<file path="config.mk">
export PLATFORM = sky130hd
export DESIGN_NAME = cssp_port
export DESIGN_NICKNAME = d
export VERILOG_FILES = /design/src/core/cssp_pkg.sv /design/src/core/cssp_brg.sv /design/src/core/cssp_port.sv
export VERILOG_INCLUDE_DIRS = /design/src /design/src/core
export SDC_FILE = /design/constraint.sdc
export NUM_CORES = 1
export LEC_CHECK = 0
export ABC_AREA = 1
export BUFFER_PORTS_ARGS = -buffer_cell sky130_fd_sc_hd__buf_2
export CELL_PAD_IN_SITES_DETAIL_PLACEMENT = 0
export CELL_PAD_IN_SITES_GLOBAL_PLACEMENT = 2
export CORE_MARGIN = 3
export CORE_UTILIZATION = 31
export DETAILED_ROUTE_END_ITERATION = 8
export GPL_TIMING_DRIVEN = 0
export PLACE_DENSITY_LB_ADDON = 0.1
export SETUP_SLACK_MARGIN = 0.1
export SLEW_MARGIN = 25
export SYNTH_ARGS = -nofsm -noshare
export SYNTH_HDL_FRONTEND = slang
export SYNTH_SLANG_ARGS = --single-unit
</file>
<file path="constraint.sdc">
create_clock -name pclk -period 2.2 [get_ports pclk]
set_clock_uncertainty 0.15 [all_clocks]
set_input_delay 0 -clock pclk [delete_from_list [all_inputs] [get_ports pclk]]
set_output_delay 0 -clock pclk [all_outputs]
set_load 0.02 [all_outputs]
</file>
<file path="src/core/cssp_cfg.svh">
// Purpose: offsets, field positions, reset values of the sync serial port
// Assumes: 32-bit apb, one register per aligned word
// Notes: included by bare name
`ifndef CSSP_CFG_SVH
`define CSSP_CFG_SVH
`define CSSP_OFF_MODE 8'h00
`define CSSP_OFF_CTRL0 8'h04
`define CSSP_OFF_CTRL1 8'h08
`define CSSP_OFF_STEER 8'h0C
`define CSSP_OFF_BRG 8'h10
`define CSSP_OFF_TXBUF 8'h14
`define CSSP_OFF_RXBUF 8'h18
`define CSSP_OFF_IREQ 8'h1C
`define CSSP_MODE_SYNC 3'h1
`define CSSP_MODE_PAR 3'h0
`define CSSP_MODE_EXTCLK 3
`define CSSP_C0_HS_RTS 2
`define CSSP_C0_TXC 3
`define CSSP_C0_HS_OFF 4
`define CSSP_C0_OD 5
`define CSSP_C0_CPL 6
`define CSSP_C0_MSB 7
`define CSSP_C1_TE 0
`define CSSP_C1_TI 1
`define CSSP_C1_RE 2
`define CSSP_ST_DIRA 0
`define CSSP_ST_SEL_LO 4
`define CSSP_RST_MODE 8'h00
`define CSSP_RST_CTRL0 8'h08
`define CSSP_RST_STEER 8'h00
`define CSSP_RST_BRG 8'h00
`define CSSP_LAST_BIT 3'h7
`endif

</file>
<file path="src/core/cssp_pkg.sv">
// Purpose: types of the sync serial port
// Assumes: nothing
// Notes: state of each core module is one packed struct
package cssp_pkg;
    typedef enum logic [1:0] {
        CSSP_TX_IDLE = 2'b01,
        CSSP_TX_SHIFT = 2'b10
    } cssp_tx_state_t;

    typedef struct packed {
        logic [7:0] mode;
        logic [7:0] ctrl0;
        logic te;
        logic ti;
        logic re;
        logic rfull;
        logic overrun_flag;
        logic [7:0] steer;
        logic [7:0] brg;
        logic [7:0] txbuf;
        logic [7:0] txsh;
        cssp_tx_state_t txst;
        logic [2:0] txcnt;
        logic act;
        logic txd;
        logic [7:0] rxsh;
        logic [2:0] rxcnt;
        logic [7:0] rxbuf;
        logic end_of_word_window_d;
        logic ext_d;
        logic tx_ireq;
        logic rx_ireq;
    } cssp_state_t;
endpackage : cssp_pkg

</file>
<file path="src/core/cssp_brg.sv">
// Purpose: bit rate generator, divides a prescaled tick by divisor+1
// Assumes: src_tick is a one-cycle enable pulse
// Notes: reloads the divisor at each count-through
`timescale 1ns/1ps
`default_nettype none
module cssp_brg #(
    parameter int W = 8
) (
    // clock and reset
    input wire logic pclk,
    input wire logic presetn,
    // control
    input wire logic run,
    input wire logic src_tick,
    input wire logic [W-1:0] div,
    // divided tick
    output logic tick
);
    typedef struct packed {
        logic [W-1:0] cnt;
    } cssp_brg_st_t;

    cssp_brg_st_t s_r;
    cssp_brg_st_t s_nxt;

    assign tick = run && src_tick && (s_r.cnt == '0);

    always_comb begin
        s_nxt = s_r;
        if (!run) begin
            s_nxt.cnt = div;
        end else if (src_tick) begin
            // reload keeps the period steady without software help
            s_nxt.cnt = (s_r.cnt == '0) ? div : s_r.cnt - 1'b1;
        end
    end

    always_ff @(posedge pclk or negedge presetn) begin
        if (!presetn) begin
            s_r <= '0;
        end else begin
            s_r <= s_nxt;
        end
    end
endmodule : cssp_brg
`default_nettype wire

</file>
<file path="src/core/cssp_port.sv">
// Purpose: one channel of a clock-synchronous serial port on apb
// Assumes: pin inputs synchronous to pclk; prescaled ticks are pulses
// Notes: CHANNEL 0 has clock steering, CHANNEL 2 has fixed format
`timescale 1ns/1ps
`default_nettype none
`include "cssp_cfg.svh"
module cssp_port
    import cssp_pkg::*;
#(
    parameter int CHANNEL = 0
) (
    // clock and reset
    input wire logic pclk,
    input wire logic presetn,
    // apb slave
    input wire logic [7:0] paddr,
    input wire logic psel,
    input wire logic penable,
    input wire logic pwrite,
    input wire logic [31:0] pwdata,
    output logic [31:0] prdata,
    output logic pready,
    output logic pslverr,
    // prescaled clock ticks, chosen by control 0 bits 1:0
    input wire logic [3:0] prescaled_clock,
    // serial data
    output logic txd_o,
    output logic txd_oe,
    input wire logic rxd_i,
    // shift clock pins
    input wire logic main_clock_pin_i,
    output logic main_clock_pin_o,
    output logic main_clock_pin_oe,
    output logic alt_clock_pin_a_o,
    output logic alt_clock_pin_a_oe,
    output logic alt_clock_pin_b_o,
    output logic alt_clock_pin_b_oe,
    // handshake pin
    input wire logic cts_n_i,
    output logic rts_n_o,
    output logic rts_oe,
    // interrupt requests
    output logic tx_irq,
    output logic rx_irq
);
    localparam bit CH0 = (CHANNEL == 0);
    localparam bit CH2 = (CHANNEL == 2);

    cssp_state_t s_r;
    cssp_state_t s_nxt;

    logic sync_en;
    logic ext_clk;
    logic clock_polarity_bit;
    logic idle_lvl;
    logic msb_first;
    logic hs_on;
    logic rts_mode;
    logic cts_ok;
    logic busy;
    logic end_of_word_window;
    logic brg_tick;
    logic lead;
    logic trail;
    logic start;
    logic wr;
    logic rd;
    logic txbuf_wr;
    logic rx_done;
    logic sclk;
    logic [1:0] sel;
    logic drive_int;
    logic [7:0] rx_word;

    assign sync_en = (s_r.mode[2:0] == `CSSP_MODE_SYNC);
    assign ext_clk = s_r.mode[`CSSP_MODE_EXTCLK];
    assign clock_polarity_bit = s_r.ctrl0[`CSSP_C0_CPL];
    assign idle_lvl = ~clock_polarity_bit;
    assign msb_first = s_r.ctrl0[`CSSP_C0_MSB];
    assign hs_on = ~s_r.ctrl0[`CSSP_C0_HS_OFF];
    assign rts_mode = s_r.ctrl0[`CSSP_C0_HS_RTS];
    assign cts_ok = !hs_on || rts_mode || !cts_n_i;
    assign busy = (s_r.txst == CSSP_TX_SHIFT);
    assign end_of_word_window = !busy;
    assign wr = psel && penable && pwrite;
    assign rd = psel && penable && !pwrite;
    assign txbuf_wr = wr && (paddr == `CSSP_OFF_TXBUF);
    assign pready = 1'b1;
    assign sel = CH0 ? s_r.steer[`CSSP_ST_SEL_LO +: 2] : 2'b00;
    assign drive_int = sync_en && !ext_clk;

    cssp_brg #(
        .W(8)
    ) u_brg (
        .pclk(pclk),
        .presetn(presetn),
        .run(drive_int),
        .src_tick(prescaled_clock[s_r.ctrl0[1:0]]),
        .div(s_r.brg),
        .tick(brg_tick)
    );

    // one brg tick per half period gives the divide by two
    always_comb begin
        if (ext_clk) begin
            lead = sync_en && (s_r.ext_d == idle_lvl)
                && (main_clock_pin_i != idle_lvl);
            trail = sync_en && (s_r.ext_d != idle_lvl)
                && (main_clock_pin_i == idle_lvl);
        end else begin
            lead = brg_tick && busy && !s_r.act;
            trail = brg_tick && busy && s_r.act;
        end
    end

    // a buffer write in the same cycle would race the load, so wait
    assign start = sync_en && end_of_word_window && s_r.te && !s_r.ti && cts_ok
        && !txbuf_wr;
    assign rx_done = trail && s_r.re && (s_r.rxcnt == `CSSP_LAST_BIT);
    assign rx_word = msb_first ? {s_r.rxsh[6:0], rxd_i}
        : {rxd_i, s_r.rxsh[7:1]};

    always_comb begin
        s_nxt = s_r;
        s_nxt.end_of_word_window_d = end_of_word_window;
        s_nxt.ext_d = main_clock_pin_i;
        if (wr) begin
            case (paddr)
                `CSSP_OFF_MODE: begin
                    s_nxt.mode = pwdata[7:0];
                end
                `CSSP_OFF_CTRL0: begin
                    s_nxt.ctrl0 = {pwdata[7:4], s_r.ctrl0[`CSSP_C0_TXC],
                        pwdata[2:0]};
                    if (CH2) begin
                        s_nxt.ctrl0[7:5] = 3'h0;
                        s_nxt.ctrl0[`CSSP_C0_HS_RTS] = 1'b0;
                    end
                end
                `CSSP_OFF_CTRL1: begin
                    s_nxt.te = pwdata[`CSSP_C1_TE];
                    s_nxt.re = pwdata[`CSSP_C1_RE];
                    if (!pwdata[`CSSP_C1_RE]) begin
                        s_nxt.rfull = 1'b0;
                        s_nxt.overrun_flag = 1'b0;
                    end
                end
                `CSSP_OFF_STEER: begin
                    s_nxt.steer = CH0 ? (pwdata[7:0] & 8'h31) : 8'h00;
                end
                `CSSP_OFF_BRG: begin
                    s_nxt.brg = pwdata[7:0];
                end
                `CSSP_OFF_TXBUF: begin
                    s_nxt.txbuf = pwdata[7:0];
                    s_nxt.ti = 1'b0;
                end
                `CSSP_OFF_IREQ: begin
                    if (pwdata[0]) begin
                        s_nxt.tx_ireq = 1'b0;
                    end
                    if (pwdata[1]) begin
                        s_nxt.rx_ireq = 1'b0;
                    end
                end
                default: begin
                end
            endcase
        end
        if (rd && paddr == `CSSP_OFF_RXBUF) begin
            s_nxt.rfull = 1'b0;
        end
        if (s_r.mode[2:0] == `CSSP_MODE_PAR) begin
            s_nxt.rfull = 1'b0;
            s_nxt.overrun_flag = 1'b0;
        end
        // hardware events come after software so that sets win
        if (!sync_en) begin
            s_nxt.txst = CSSP_TX_IDLE;
            s_nxt.act = 1'b0;
        end else if (start) begin
            s_nxt.txsh = s_r.txbuf;
            s_nxt.ti = 1'b1;
            s_nxt.tx_ireq = 1'b1;
            s_nxt.txst = CSSP_TX_SHIFT;
            s_nxt.txcnt = 3'h0;
            s_nxt.act = 1'b0;
            s_nxt.ctrl0[`CSSP_C0_TXC] = 1'b0;
        end else if (busy) begin
            // flags and cts are not looked at until the word ends
            if (lead) begin
                s_nxt.txd = msb_first ? s_r.txsh[7] : s_r.txsh[0];
                s_nxt.txsh = msb_first ? {s_r.txsh[6:0], 1'b0}
                    : {1'b0, s_r.txsh[7:1]};
                s_nxt.act = 1'b1;
            end
            if (trail) begin
                s_nxt.act = 1'b0;
                s_nxt.txcnt = s_r.txcnt + 3'h1;
                if (s_r.txcnt == `CSSP_LAST_BIT) begin
                    s_nxt.txst = CSSP_TX_IDLE;
                end
            end
        end
        if (sync_en && !start && end_of_word_window && !s_r.end_of_word_window_d) begin
            s_nxt.ctrl0[`CSSP_C0_TXC] = 1'b1;
        end
        if (!s_r.re) begin
            s_nxt.rxcnt = 3'h0;
        end else if (trail) begin
            s_nxt.rxsh = rx_word;
            s_nxt.rxcnt = s_r.rxcnt + 3'h1;
        end
        if (rx_done) begin
            s_nxt.rxbuf = rx_word;
            s_nxt.rfull = 1'b1;
            if (s_r.rfull) begin
                s_nxt.overrun_flag = 1'b1;
            end else if (CH2) begin
                s_nxt.tx_ireq = 1'b1;
            end else begin
                s_nxt.rx_ireq = 1'b1;
            end
        end
    end

    always_ff @(posedge pclk or negedge presetn) begin
        if (!presetn) begin
            s_r <= '0;
            s_r.mode <= `CSSP_RST_MODE;
            s_r.ctrl0 <= `CSSP_RST_CTRL0;
            s_r.ti <= 1'b1;
            s_r.steer <= `CSSP_RST_STEER;
            s_r.brg <= `CSSP_RST_BRG;
            s_r.txst <= CSSP_TX_IDLE;
            s_r.txd <= 1'b1;
            s_r.end_of_word_window_d <= 1'b1;
            // idle level of the pin at reset, so no false edge follows
            s_r.ext_d <= 1'b1;
        end else begin
            s_r <= s_nxt;
        end
    end

    always_comb begin
        prdata = 32'h0000_0000;
        pslverr = 1'b0;
        case (paddr)
            `CSSP_OFF_MODE: prdata[7:0] = s_r.mode;
            `CSSP_OFF_CTRL0: prdata[7:0] = s_r.ctrl0;
            `CSSP_OFF_CTRL1: prdata[7:0] = {3'h0, s_r.overrun_flag, s_r.rfull,
                s_r.re, s_r.ti, s_r.te};
            `CSSP_OFF_STEER: prdata[7:0] = s_r.steer;
            `CSSP_OFF_BRG: prdata[7:0] = s_r.brg;
            `CSSP_OFF_TXBUF: prdata[7:0] = s_r.txbuf;
            `CSSP_OFF_RXBUF: prdata[7:0] = s_r.rxbuf;
            `CSSP_OFF_IREQ: prdata[1:0] = {s_r.rx_ireq, s_r.tx_ireq};
            default: pslverr = psel && penable;
        endcase
    end

    // pins
    assign sclk = s_r.act ? clock_polarity_bit : idle_lvl;
    assign txd_o = s_r.ctrl0[`CSSP_C0_OD] ? 1'b0 : s_r.txd;
    assign txd_oe = sync_en
        && (s_r.ctrl0[`CSSP_C0_OD] ? !s_r.txd : 1'b1);
    assign main_clock_pin_oe = drive_int;
    assign main_clock_pin_o = sel[1] ? idle_lvl : sclk;
    // alt a only drives its idle level when the port direction allows
    assign alt_clock_pin_a_oe = drive_int && ((sel == 2'b10)
        || (sel[0] && s_r.steer[`CSSP_ST_DIRA]));
    assign alt_clock_pin_a_o = (sel == 2'b10) ? sclk : idle_lvl;
    assign alt_clock_pin_b_oe = drive_int && (sel == 2'b11);
    assign alt_clock_pin_b_o = sclk;
    assign rts_n_o = !(s_r.re && !s_r.ti);
    assign rts_oe = !CH2 && sync_en && hs_on && rts_mode
        && (sel == 2'b00);
    assign tx_irq = s_r.tx_ireq;
    assign rx_irq = s_r.rx_ireq;
endmodule : cssp_port
`default_nettype wire

</file>
# After elaboration in Yosys (flattened, before gate mapping)
# Index checks and enable logic that the tools add are counted.
# word_totals
output_inout_bits	46
reg_bits	86
wordCells	177
# classes
bitwise	3
add_sub_neg	3
n_eq_ne	24
order_cmp	1
reduce_logical	70
mux	52
# ops
cell	count
$mux 8	8
$pmux 6 s7	1
$logic_and 1x1->1	33
$eq 8x5->1 const B	4
$mux 28	1
$mux 1	25
$eq 8x4->1 const B	2
$logic_not 8->1	2
$mux 2	8
$pmux 2 s8	1
$reduce_and 2->1	8
$mux 15	1
$mux 14	1
$mux 6	2
$reduce_and 3->1	4
$logic_not 1->1	11
$mux 3	3
$ne 3x1->1 const B	3
$eq 8x3->1 const B	1
$ne 4x1->1 const B	2
$reduce_bool 4->1	2
$reduce_or 8->1	1
$sub 8x1->8 const B	1
$add 3x1->3 const B	2
14 further kinds	26

# Depth between registers and ports, before layout
# Gate-level depths: netlist of the first run.
# depth
depth_word	12
depth_mapped	10

# Modules after synthesis
# Synthesis of the first run repeated with hierarchy kept, for this count alone.
# hier_totals
hier_cells	659
hier_area_um2	5052.3
# by_module_without_submodules
mod	cells_each	instances	area_per_inst_um2
cssp_port	567	1	4428.0
cssp_brg	92	1	624.3

# Worst setup path after synthesis of the first run
# Ideal clock, no wire load.
# synth_timing
kind	reg-to-reg
start	register u_brg.s_r[0] in the netlist's numbering
end	register s_r[10] in the netlist's numbering
stages_incl_launch_ff	11
setup_time_ps	117
setup_slack_ps	549
required_time_ps	1933
arrival_ps	1383
synth_period_minus_slack_ps	1651
path_cell_list	dfrtp_1 -> inv_1 -> ha_1 -> nand2_1 -> nor2_1 -> nand4_1 -> nand2_1 -> nand3_1 -> buf_2 -> nand2_1 -> nand2_1
# synth_via
elab_chain_len	7
# synth_rtl
element	line_no	source
start, declared	cssp_brg.sv:23	cssp_brg_st_t s_r;
start signal, assigned	cssp_brg.sv:42	s_r <= s_nxt;
$logic_not 8->1	cssp_brg.sv:26	assign tick = run && src_tick && (s_r.cnt == '0);
$logic_and 1x1->1	cssp_brg.sv:26	
$logic_and 1x1->1 (2 in series)	cssp_port.sv:112	trail = brg_tick && busy && s_r.act;
$mux 1	cssp_port.sv:105	if (ext_clk) begin
$logic_and 1x1->1 (2 in series)	cssp_port.sv:119	assign rx_done = trail && s_r.re && (s_r.rxcnt == `CSSP_LAST_BIT);
end signal, assigned	cssp_port.sv:241	s_r <= s_nxt;
end, declared	cssp_port.sv:49	cssp_state_t s_r;
# Every way passes these cells.
# A chain may end at the register's enable or synchronous reset.

# Worst setup path in the final report of the first run
# layout_timing
start	input pwrite
end	register s_r[67] in the netlist's numbering
# layout_via
elab_chain_len	2
# layout_rtl
element	line_no	source
start, declared	cssp_port.sv:19	input wire logic pwrite,
$logic_and 1x1->1	cssp_port.sv:85	assign wr = psel && penable && pwrite;
$reduce_and 2->1 (no source line)	-	
# Every way passes these cells.

==> impl_metrics.py, run 1 <==
metrics = {
    "synth": {
        "ys_warn_count": 0,
        "synth_flop_cell": "dfrtp_1",
        "synth-edff-count": 0,
        "avgSynthCellArea_um2": 7.589,
        "synth_seq_cells": 86,
        "syn_inst": 625,
        "yosys.cell_types.count": 37,
        "yosys.area.top_type": "dfrtp_1",
        "async_flop_share_pct": 100.0,
        "syn_area_um2": 4743,
        "seq_area_frac_synth_pct": 45.53,
        "synthTopCellsByArea": "dfrtp_1, nand2_1, o21ai_0",
        "synth_top_area_share_pct": 42.21,
    },
    "setup_path": {
        "cp_top_family": "buffers and inverters",
        "cpMaxStageDelayCell": "dlygate4sd3_1",
        "path_cells": "dlygate4sd3_1, buf_2, inv_1, nor2_1, nand2_1, buf_2, nand2_1, o21ai_1",
        "critPathKind": "in2reg",
        "crit_fanout": 10,
        "required_ns": 2.27,
        "cp.arrival_ns": 2.00,
        "critPathBufInv": 4,
        "critPathCaptureType": "register",
        "startpoint_type": "primary input",
        "critPathMaxStageDelay_ns": 0.51,
    },
    "floorplanning": {
        "io_pins": 98,
        "dieHeight_um": 129.7,
        "initial_core_util_pct": 32.15,
        "die_area_um2": 16820,
        "fp.dieW_um": 129.7,
        "core_area_um2": 14750,
        "rows": 44,
    },
    "timing": {
        "finalCriticalPeriod_ns": 1.934,
        "setup_viol": 0,
        "setup_ws_ns": 0.2658,
        "slew_viol_final": 0,
        "final.setup.tns_ns": 0,
        "rsz0062_at_grt": "true",
        "hold_viol": 0,
        "maxSlewHeadroom_pct": 56.01,
        "worst_pin_slew_ns": 0.6574,
        "timing.fmax_ghz": 0.5170,
        "period_share_pct": 87.92,
    },
    "detailed_routing": {
        "dr_total_vias": 4369,
        "via_per_inst": 4.791,
        "first_pass_iters": 5,
        "ant_nets": 0,
        "wirelength_um": 14350,
        "drc": 0,
        "wl_per_cell_um": 15.73,
        "drt_iter0_drc": 283,
    },
    "power": {
        "ir_worst_vdd_mv": 0.3501,
        "p_per_area_nw_per_um2": 596.7,
        "p_leak_nw": 2.977,
        "power_w": 0.003485,
    },
    "layout": {
        "areaGrowthSynthToFinish_pct": 23.13,
        "layout_commonest_cell": "nand2_1",
        "final_util_pct": 39.59,
        "drive_above_1_share_pct": 18.54,
        "n_fill_cell": 1590,
        "final_cell_mix": "nand2_1, dfrtp_1, inv_1, o21ai_0, buf_2",
        "final_net_count": 781,
        "diodes": 0,
    },
    "grt": {
        "grt_antenna_before_repair": 0,
        "grt_util_all_layers_pct": 18.06,
        "use_met2_pct": 26.81,
        "busiest_layer": "met1",
        "grt_overflow": 0,
        "grtUsageMet1_pct": 27.04,
        "grt_pass1_vias": 4235,
        "use_met3_pct": 2.824,
        "grt_pass1_wl_um": 23290,
        "grt_max_degree": 67,
    },
    "clock_network": {
        "clockRootBuffer": "clkbuf_16",
        "cts_tree": "built",
        "clk_pin_slew_ns": 0.07,
        "cts_inserted_buffers": 9,
        "insertion_delay_ns": 0.35,
        "clk_path_buf_depth": 2,
        "cts_max_level": 3,
        "cts_sinks": 86,
    },
    "placed_design": {
        "dpl_worst_slack_ns": 0.01344,
        "dp_hpwl_um": 10880,
        "place.gp.congestion": 0.8239,
        "port_buffers": 48,
    },
    "hold_path": {
        "hold_path.class": "in2reg",
    },
    "status": {
        "status": "finished clean",
    },
    "job": {
        "cap_violations": 0,
    },
}
## worst reg2reg max path: cells and delay by family (launching register included)
| family | cells | cell delay [ns] |
|---|---|---|
| simple gates | 8 | 1.06 |
| flops | 1 | 0.41 |
| buf+inv | 1 | 0.20 |
## stage by stage
step	instance area, um^2	instances	hold WS (ns)
after detailed placement	5334	881	-0.2820
after CTS	5793	911	0.02808
after global routing	5841	912	0.08182
after floorplan	4830	648	-0.4456
after global placement	5300	880	-0.02151
final	5841	912	0.04408
## synthesized netlist by cell type, drive strengths merged, types with 5 or more instances
library cell	n
a21oi	15
buf	35
clkbuf	9
dfrtp	80
dfstp	6
ha	6
inv	69
nand2	202
nand3	45
nand4	17
nor2	32
nor3	7
o21ai	77
o22ai	5
## kinds of logic after synthesis
group / Yosys count / synth area share, %
AO/OA/AOI/OAI: 110 / 12.48
AND/OR/NAND/NOR: 303 / 27.88
buffers and inverters: 113 / 11.42
adder cells (fa/ha/maj): 6 / 1.583
flip-flops: 86 / 45.53
other: 2 / 0.1583
XOR/XNOR: 4 / 0.7387
multiplexers: 1 / 0.2110
## layout make-up
cell class / count / area [um^2] / area share, %
multi-input combinational: 449 / 2171 / 37.17
clock buffer: 15 / 277.8 / 4.756
clock inverter: 1 / 30.03 / 0.5141
sequential: 86 / 2160 / 36.98
timing repair buffer: 65 / 426.7 / 7.305
inverter: 69 / 259.0 / 4.434
tap: 184 / 230.2 / 3.942
buffer: 43 / 286.5 / 4.906
## sequential cells by signal (all words and copies together), names as in the netlist
signal / count
rts_mode: 1
s_r: 72
clock_polarity_bit: 1
msb_first: 1
tx_irq: 1
u_brg.s_r: 8
rx_irq: 1
ext_clk: 1
## power breakdown
group	total (W)	internal, W	switching (W)
Clock	0.00160	0.000976	0.000624
Combinational	0.000275	0.0000995	0.000175
Sequential	0.00161	0.00160	0.0000129
## timing repair
| item | CTS | global route |
|---|---|---|
| pin swaps | 0 | 1 |
| resized for setup | 2 | 17 |
| buffers inserted | 0 | 1 |
| hold buffers | 15 | 0 |
| endpoints found under the setup margin | 20 | 46 |
| endpoints found under the hold margin | 127 | 0 |
## per-layer routing
metal | vias up | part of all wire, % | routed length [um]
met3 | 15 | 5.0 | 713
met4 | 0 | 1.5 | 218
met5 | - | 0 | 0
met2 | 118 | 43 | 6232
li1 | 2168 | - | -
met1 | 2068 | 50 | 7184
## final timing paths
path                                          start                  end  slack (ns)  depth (start not counted)
min                                         cts_n_i    s_r[65]$_DFF_PN1_        0.04                          6
max reg2reg                u_brg.s_r[3]$_DFFE_PN0P_  s_r[10]$_DFFE_PN0P_        0.27                          9
min in group asynchronous                   presetn  s_r[81]$_DFFE_PN0P_        0.05                          3
max in group asynchronous                   presetn  s_r[67]$_DFFE_PN0P_        1.41                          3
max                                          pwrite  s_r[67]$_DFFE_PN0P_        0.27                          8
min reg2reg                      s_r[4]$_DFFE_PN0P_   s_r[4]$_DFFE_PN0P_        0.33                          2
(Power assumes the default switching activity.)
==> run 2: changes to the inputs <==
--- a/config.mk
+++ b/config.mk
@@ -6,12 +6,13 @@
 export SDC_FILE = /design/constraint.sdc
 export NUM_CORES = 1
 export LEC_CHECK = 0
-export ABC_AREA = 1
+export ABC_AREA = 0
 export BUFFER_PORTS_ARGS = -buffer_cell sky130_fd_sc_hd__buf_2
 export CELL_PAD_IN_SITES_DETAIL_PLACEMENT = 0
 export CELL_PAD_IN_SITES_GLOBAL_PLACEMENT = 2
 export CORE_MARGIN = 3
-export CORE_UTILIZATION = 31
+export CORE_UTILIZATION = 36
+export CTS_BUF_LIST = sky130_fd_sc_hd__clkbuf_2 sky130_fd_sc_hd__clkbuf_4 sky130_fd_sc_hd__clkbuf_8
 export DETAILED_ROUTE_END_ITERATION = 8
 export GPL_TIMING_DRIVEN = 0
 export PLACE_DENSITY_LB_ADDON = 0.1
==> constraint.sdc (replaced) <==
create_clock -name pclk -period 2.2 [get_ports pclk]
set_clock_uncertainty 0.15 [all_clocks]
set_input_delay 0 -clock pclk [delete_from_list [all_inputs] [get_ports pclk]]
set_output_delay 0 -clock pclk [all_outputs]
set_load 0.01 [all_outputs]
==> impl_metrics.py, run 2 <==
metrics = {
    "timing": {
        "period_share_pct": 102.2,
        "maxSlewHeadroom_pct": 48.15,
        "timing.fmax_ghz": 0.4448,
        "setup_ws_ns": -0.04809,
        "slew_viol_final": 0,
        "setup_viol": 17,
        "rsz0062_at_grt": "true",
        "worst_pin_slew_ns": 0.7736,
        "finalCriticalPeriod_ns": 2.248,
        "hold_viol": 0,
        "holdWs_ns": 0.06258,
    },
    "setup_path": {
        "path_cells": "or4b_4, clkinv_4, and4_4, a21oi_4, nand2b_4, buf_8, mux2_4",
        "cp.arrival_ns": 2.37,
        "critPathMaxStageDelay_ns": 0.56,
        "critPathKind": "reg2reg",
        "required_ns": 2.32,
        "cpMaxStageDelayCell": "or4b_4",
        "critPathCaptureType": "register",
        "reg2reg_depth": 7,
        "crit_fanout": 8,
        "startpoint_type": "register",
        "rrSetupSlack_ns": -0.05,
    },
    "detailed_routing": {
        "drc": 0,
        "first_pass_iters": 4,
        "drt_iter0_drc": 264,
        "wirelength_um": 13720,
        "dr_total_vias": 3815,
        "via_per_inst": 5.033,
        "ant_nets": 0,
        "wl_per_cell_um": 18.10,
    },
    "grt": {
        "grt_overflow": 0,
        "grt_util_all_layers_pct": 19.55,
        "grt_pass1_wl_um": 21580,
        "grt_max_degree": 48,
        "grt_antenna_before_repair": 0,
        "grt_pass1_vias": 3830,
    },
    "clock_network": {
        "clockRootBuffer": "clkbuf_8",
        "cts_inserted_buffers": 9,
        "cts_max_level": 3,
        "cts_tree": "built",
        "insertion_delay_ns": 0.38,
        "clk_pin_slew_ns": 0.08,
        "clk_path_buf_depth": 2,
        "cts_sinks": 86,
    },
    "layout": {
        "final_cell_mix": "dfrtp_1, nand2_1, buf_2, buf_4, mux2_2",
        "drive_above_1_share_pct": 37.54,
        "final_util_pct": 48.30,
        "postLayoutCellArea_um2": 6195,
        "fin_cells": 758,
        "largest_reg_flops": 72,
        "areaGrowthSynthToFinish_pct": 29.47,
        "layout_commonest_cell": "dfrtp_1",
        "diodes": 0,
        "reg.largest.list": "s_r (72), u_brg.s_r (8)",
        "top_register": "s_r",
        "final_net_count": 639,
    },
    "power": {
        "p_per_area_nw_per_um2": 498.2,
        "power_w": 0.003086,
        "p_leak_nw": 3.012,
        "ir_worst_vdd_mv": 0.3644,
    },
    "synth": {
        "synth_top_area_share_pct": 41.84,
        "yosysMostFrequentCell": "dfrtp_1",
        "synth_seq_cells": 86,
        "seq_area_frac_synth_pct": 45.14,
        "ys_warn_count": 0,
        "syn_inst": 455,
        "synthTopCellsByArea": "dfrtp_1, mux2_2, nand2_1",
        "syn_area_um2": 4785,
        "yosys.cell_types.count": 68,
        "synth_flop_cell": "dfrtp_1",
        "synthTopCellsByCount": "dfrtp_1, nand2_1, mux2_2, nor2_1, buf_4",
        "synth-edff-count": 0,
        "async_flop_share_pct": 100.0,
        "avgSynthCellArea_um2": 10.52,
        "yosys.area.top_type": "dfrtp_1",
    },
    "placed_design": {
        "dp_hpwl_um": 10010,
        "port_buffers": 45,
        "dp.cells": 696,
        "place.gp.congestion": 0.8413,
        "placed_area_um2": 5353,
    },
    "floorplanning": {
        "fp.dieW_um": 121.3,
        "io_pins": 98,
        "die_area_um2": 14710,
        "initial_core_util_pct": 37.31,
        "rows": 41,
        "dieHeight_um": 121.3,
        "core_area_um2": 12820,
    },
    "job": {
        "cap_violations": 0,
    },
    "hold_path": {
        "hold_path.class": "in2reg",
        "hold_path_depth": 4,
    },
    "status": {
        "violations": "negative setup slack",
        "status": "finished, violations left",
    },
}
==> run 2: cell types whose count changed in the layout (fill, tap and decap cells not counted), sizes merged, moves of 14 or more <==
cell   change
mux2      +55
inv       -60
nand2    -147
mux2i     +14
o21ai     -60
buf       +27
nand3     -35
==> run 2: cell families after synthesis <==
kind of cell               Yosys count  share of synthesized area [%]
and+or+nand+nor                    147                          15.98
DFF                                 86                          45.14
AOI/OAI and AO/OA                   83                          12.08
muxes                               72                          17.65
buffers and inverters               55                          6.695
adders and majority gates            6                          1.569
xor gates and xnor gates             4                         0.7324
other                                2                         0.1570
==> run 2: final timing paths <==
kind	start	endpoint
worst max-delay path	s_r[76]$_DFFE_PN0P_	s_r[19]$_DFFE_PN0P_
worst min-delay path	paddr[0]	s_r[66]$_DFFE_PN0P_
worst max register to register	s_r[76]$_DFFE_PN0P_	s_r[19]$_DFFE_PN0P_
worst min register to register	s_r[80]$_DFFE_PN0P_	s_r[80]$_DFFE_PN0P_
max in group asynchronous	presetn	s_r[2]$_DFF_PN1_
min in group asynchronous	presetn	s_r[65]$_DFF_PN1_
==> run 2: where the power goes <==
group          switching [W]  internal (W)
Sequential         0.0000219       0.00160
Combinational       0.000164      0.000134
Clock               0.000612      0.000552
==> run 2: metal layers <==
layer | global-route usage, % | part of all wire [%] | wire length (um)
met2 | 32.06 | 49 | 6780
met1 | 25.85 | 44 | 6103
met3 | 4.242 | 4.7 | 651
met5 | 0 | 0 | 0
met4 | 6.022 | 1.3 | 185
==> run 2: critical path, delay by kind of cell (launching register included) <==
| kind | cells | cell delay [ns] |
|---|---|---|
| buf+inv | 2 | 0.23 |
| flops | 1 | 0.43 |
| simple gates | 3 | 0.94 |
| compound gates | 1 | 0.08 |
| mux | 1 | 0.29 |
==> run 2: repair_timing <==
action	4_1_cts	5_1_grt
pin swaps	10	1
setup endpoints to repair	46	54
gates cloned	2	0
hold endpoints to repair	126	0
hold buffers	17	0
buffers inserted	25	4
resized for setup	40	16
==> run 2: through the flow <==
stage / setup TNS [ns] / worst slack (ns)
floorplan: -0.1946 / -0.01659
global placement: -9.376 / -0.3015
detailed placement: -10.39 / -0.3473
CTS: -0.6630 / -0.05351
global route: -1.731 / -0.1102
finish: -0.5937 / -0.04809
==> run 2: cell type report <==
class / count / area, um^2
fillers: 1247 / 6630
clock inverters: 6 / 61.31
multi-input cells: 337 / 2519
plain buffers: 43 / 305.3
inverters: 11 / 46.29
clock buffers: 10 / 137.6
flip-flops and latches: 86 / 2161
repair buffers: 93 / 749.5
well taps: 172 / 215.2
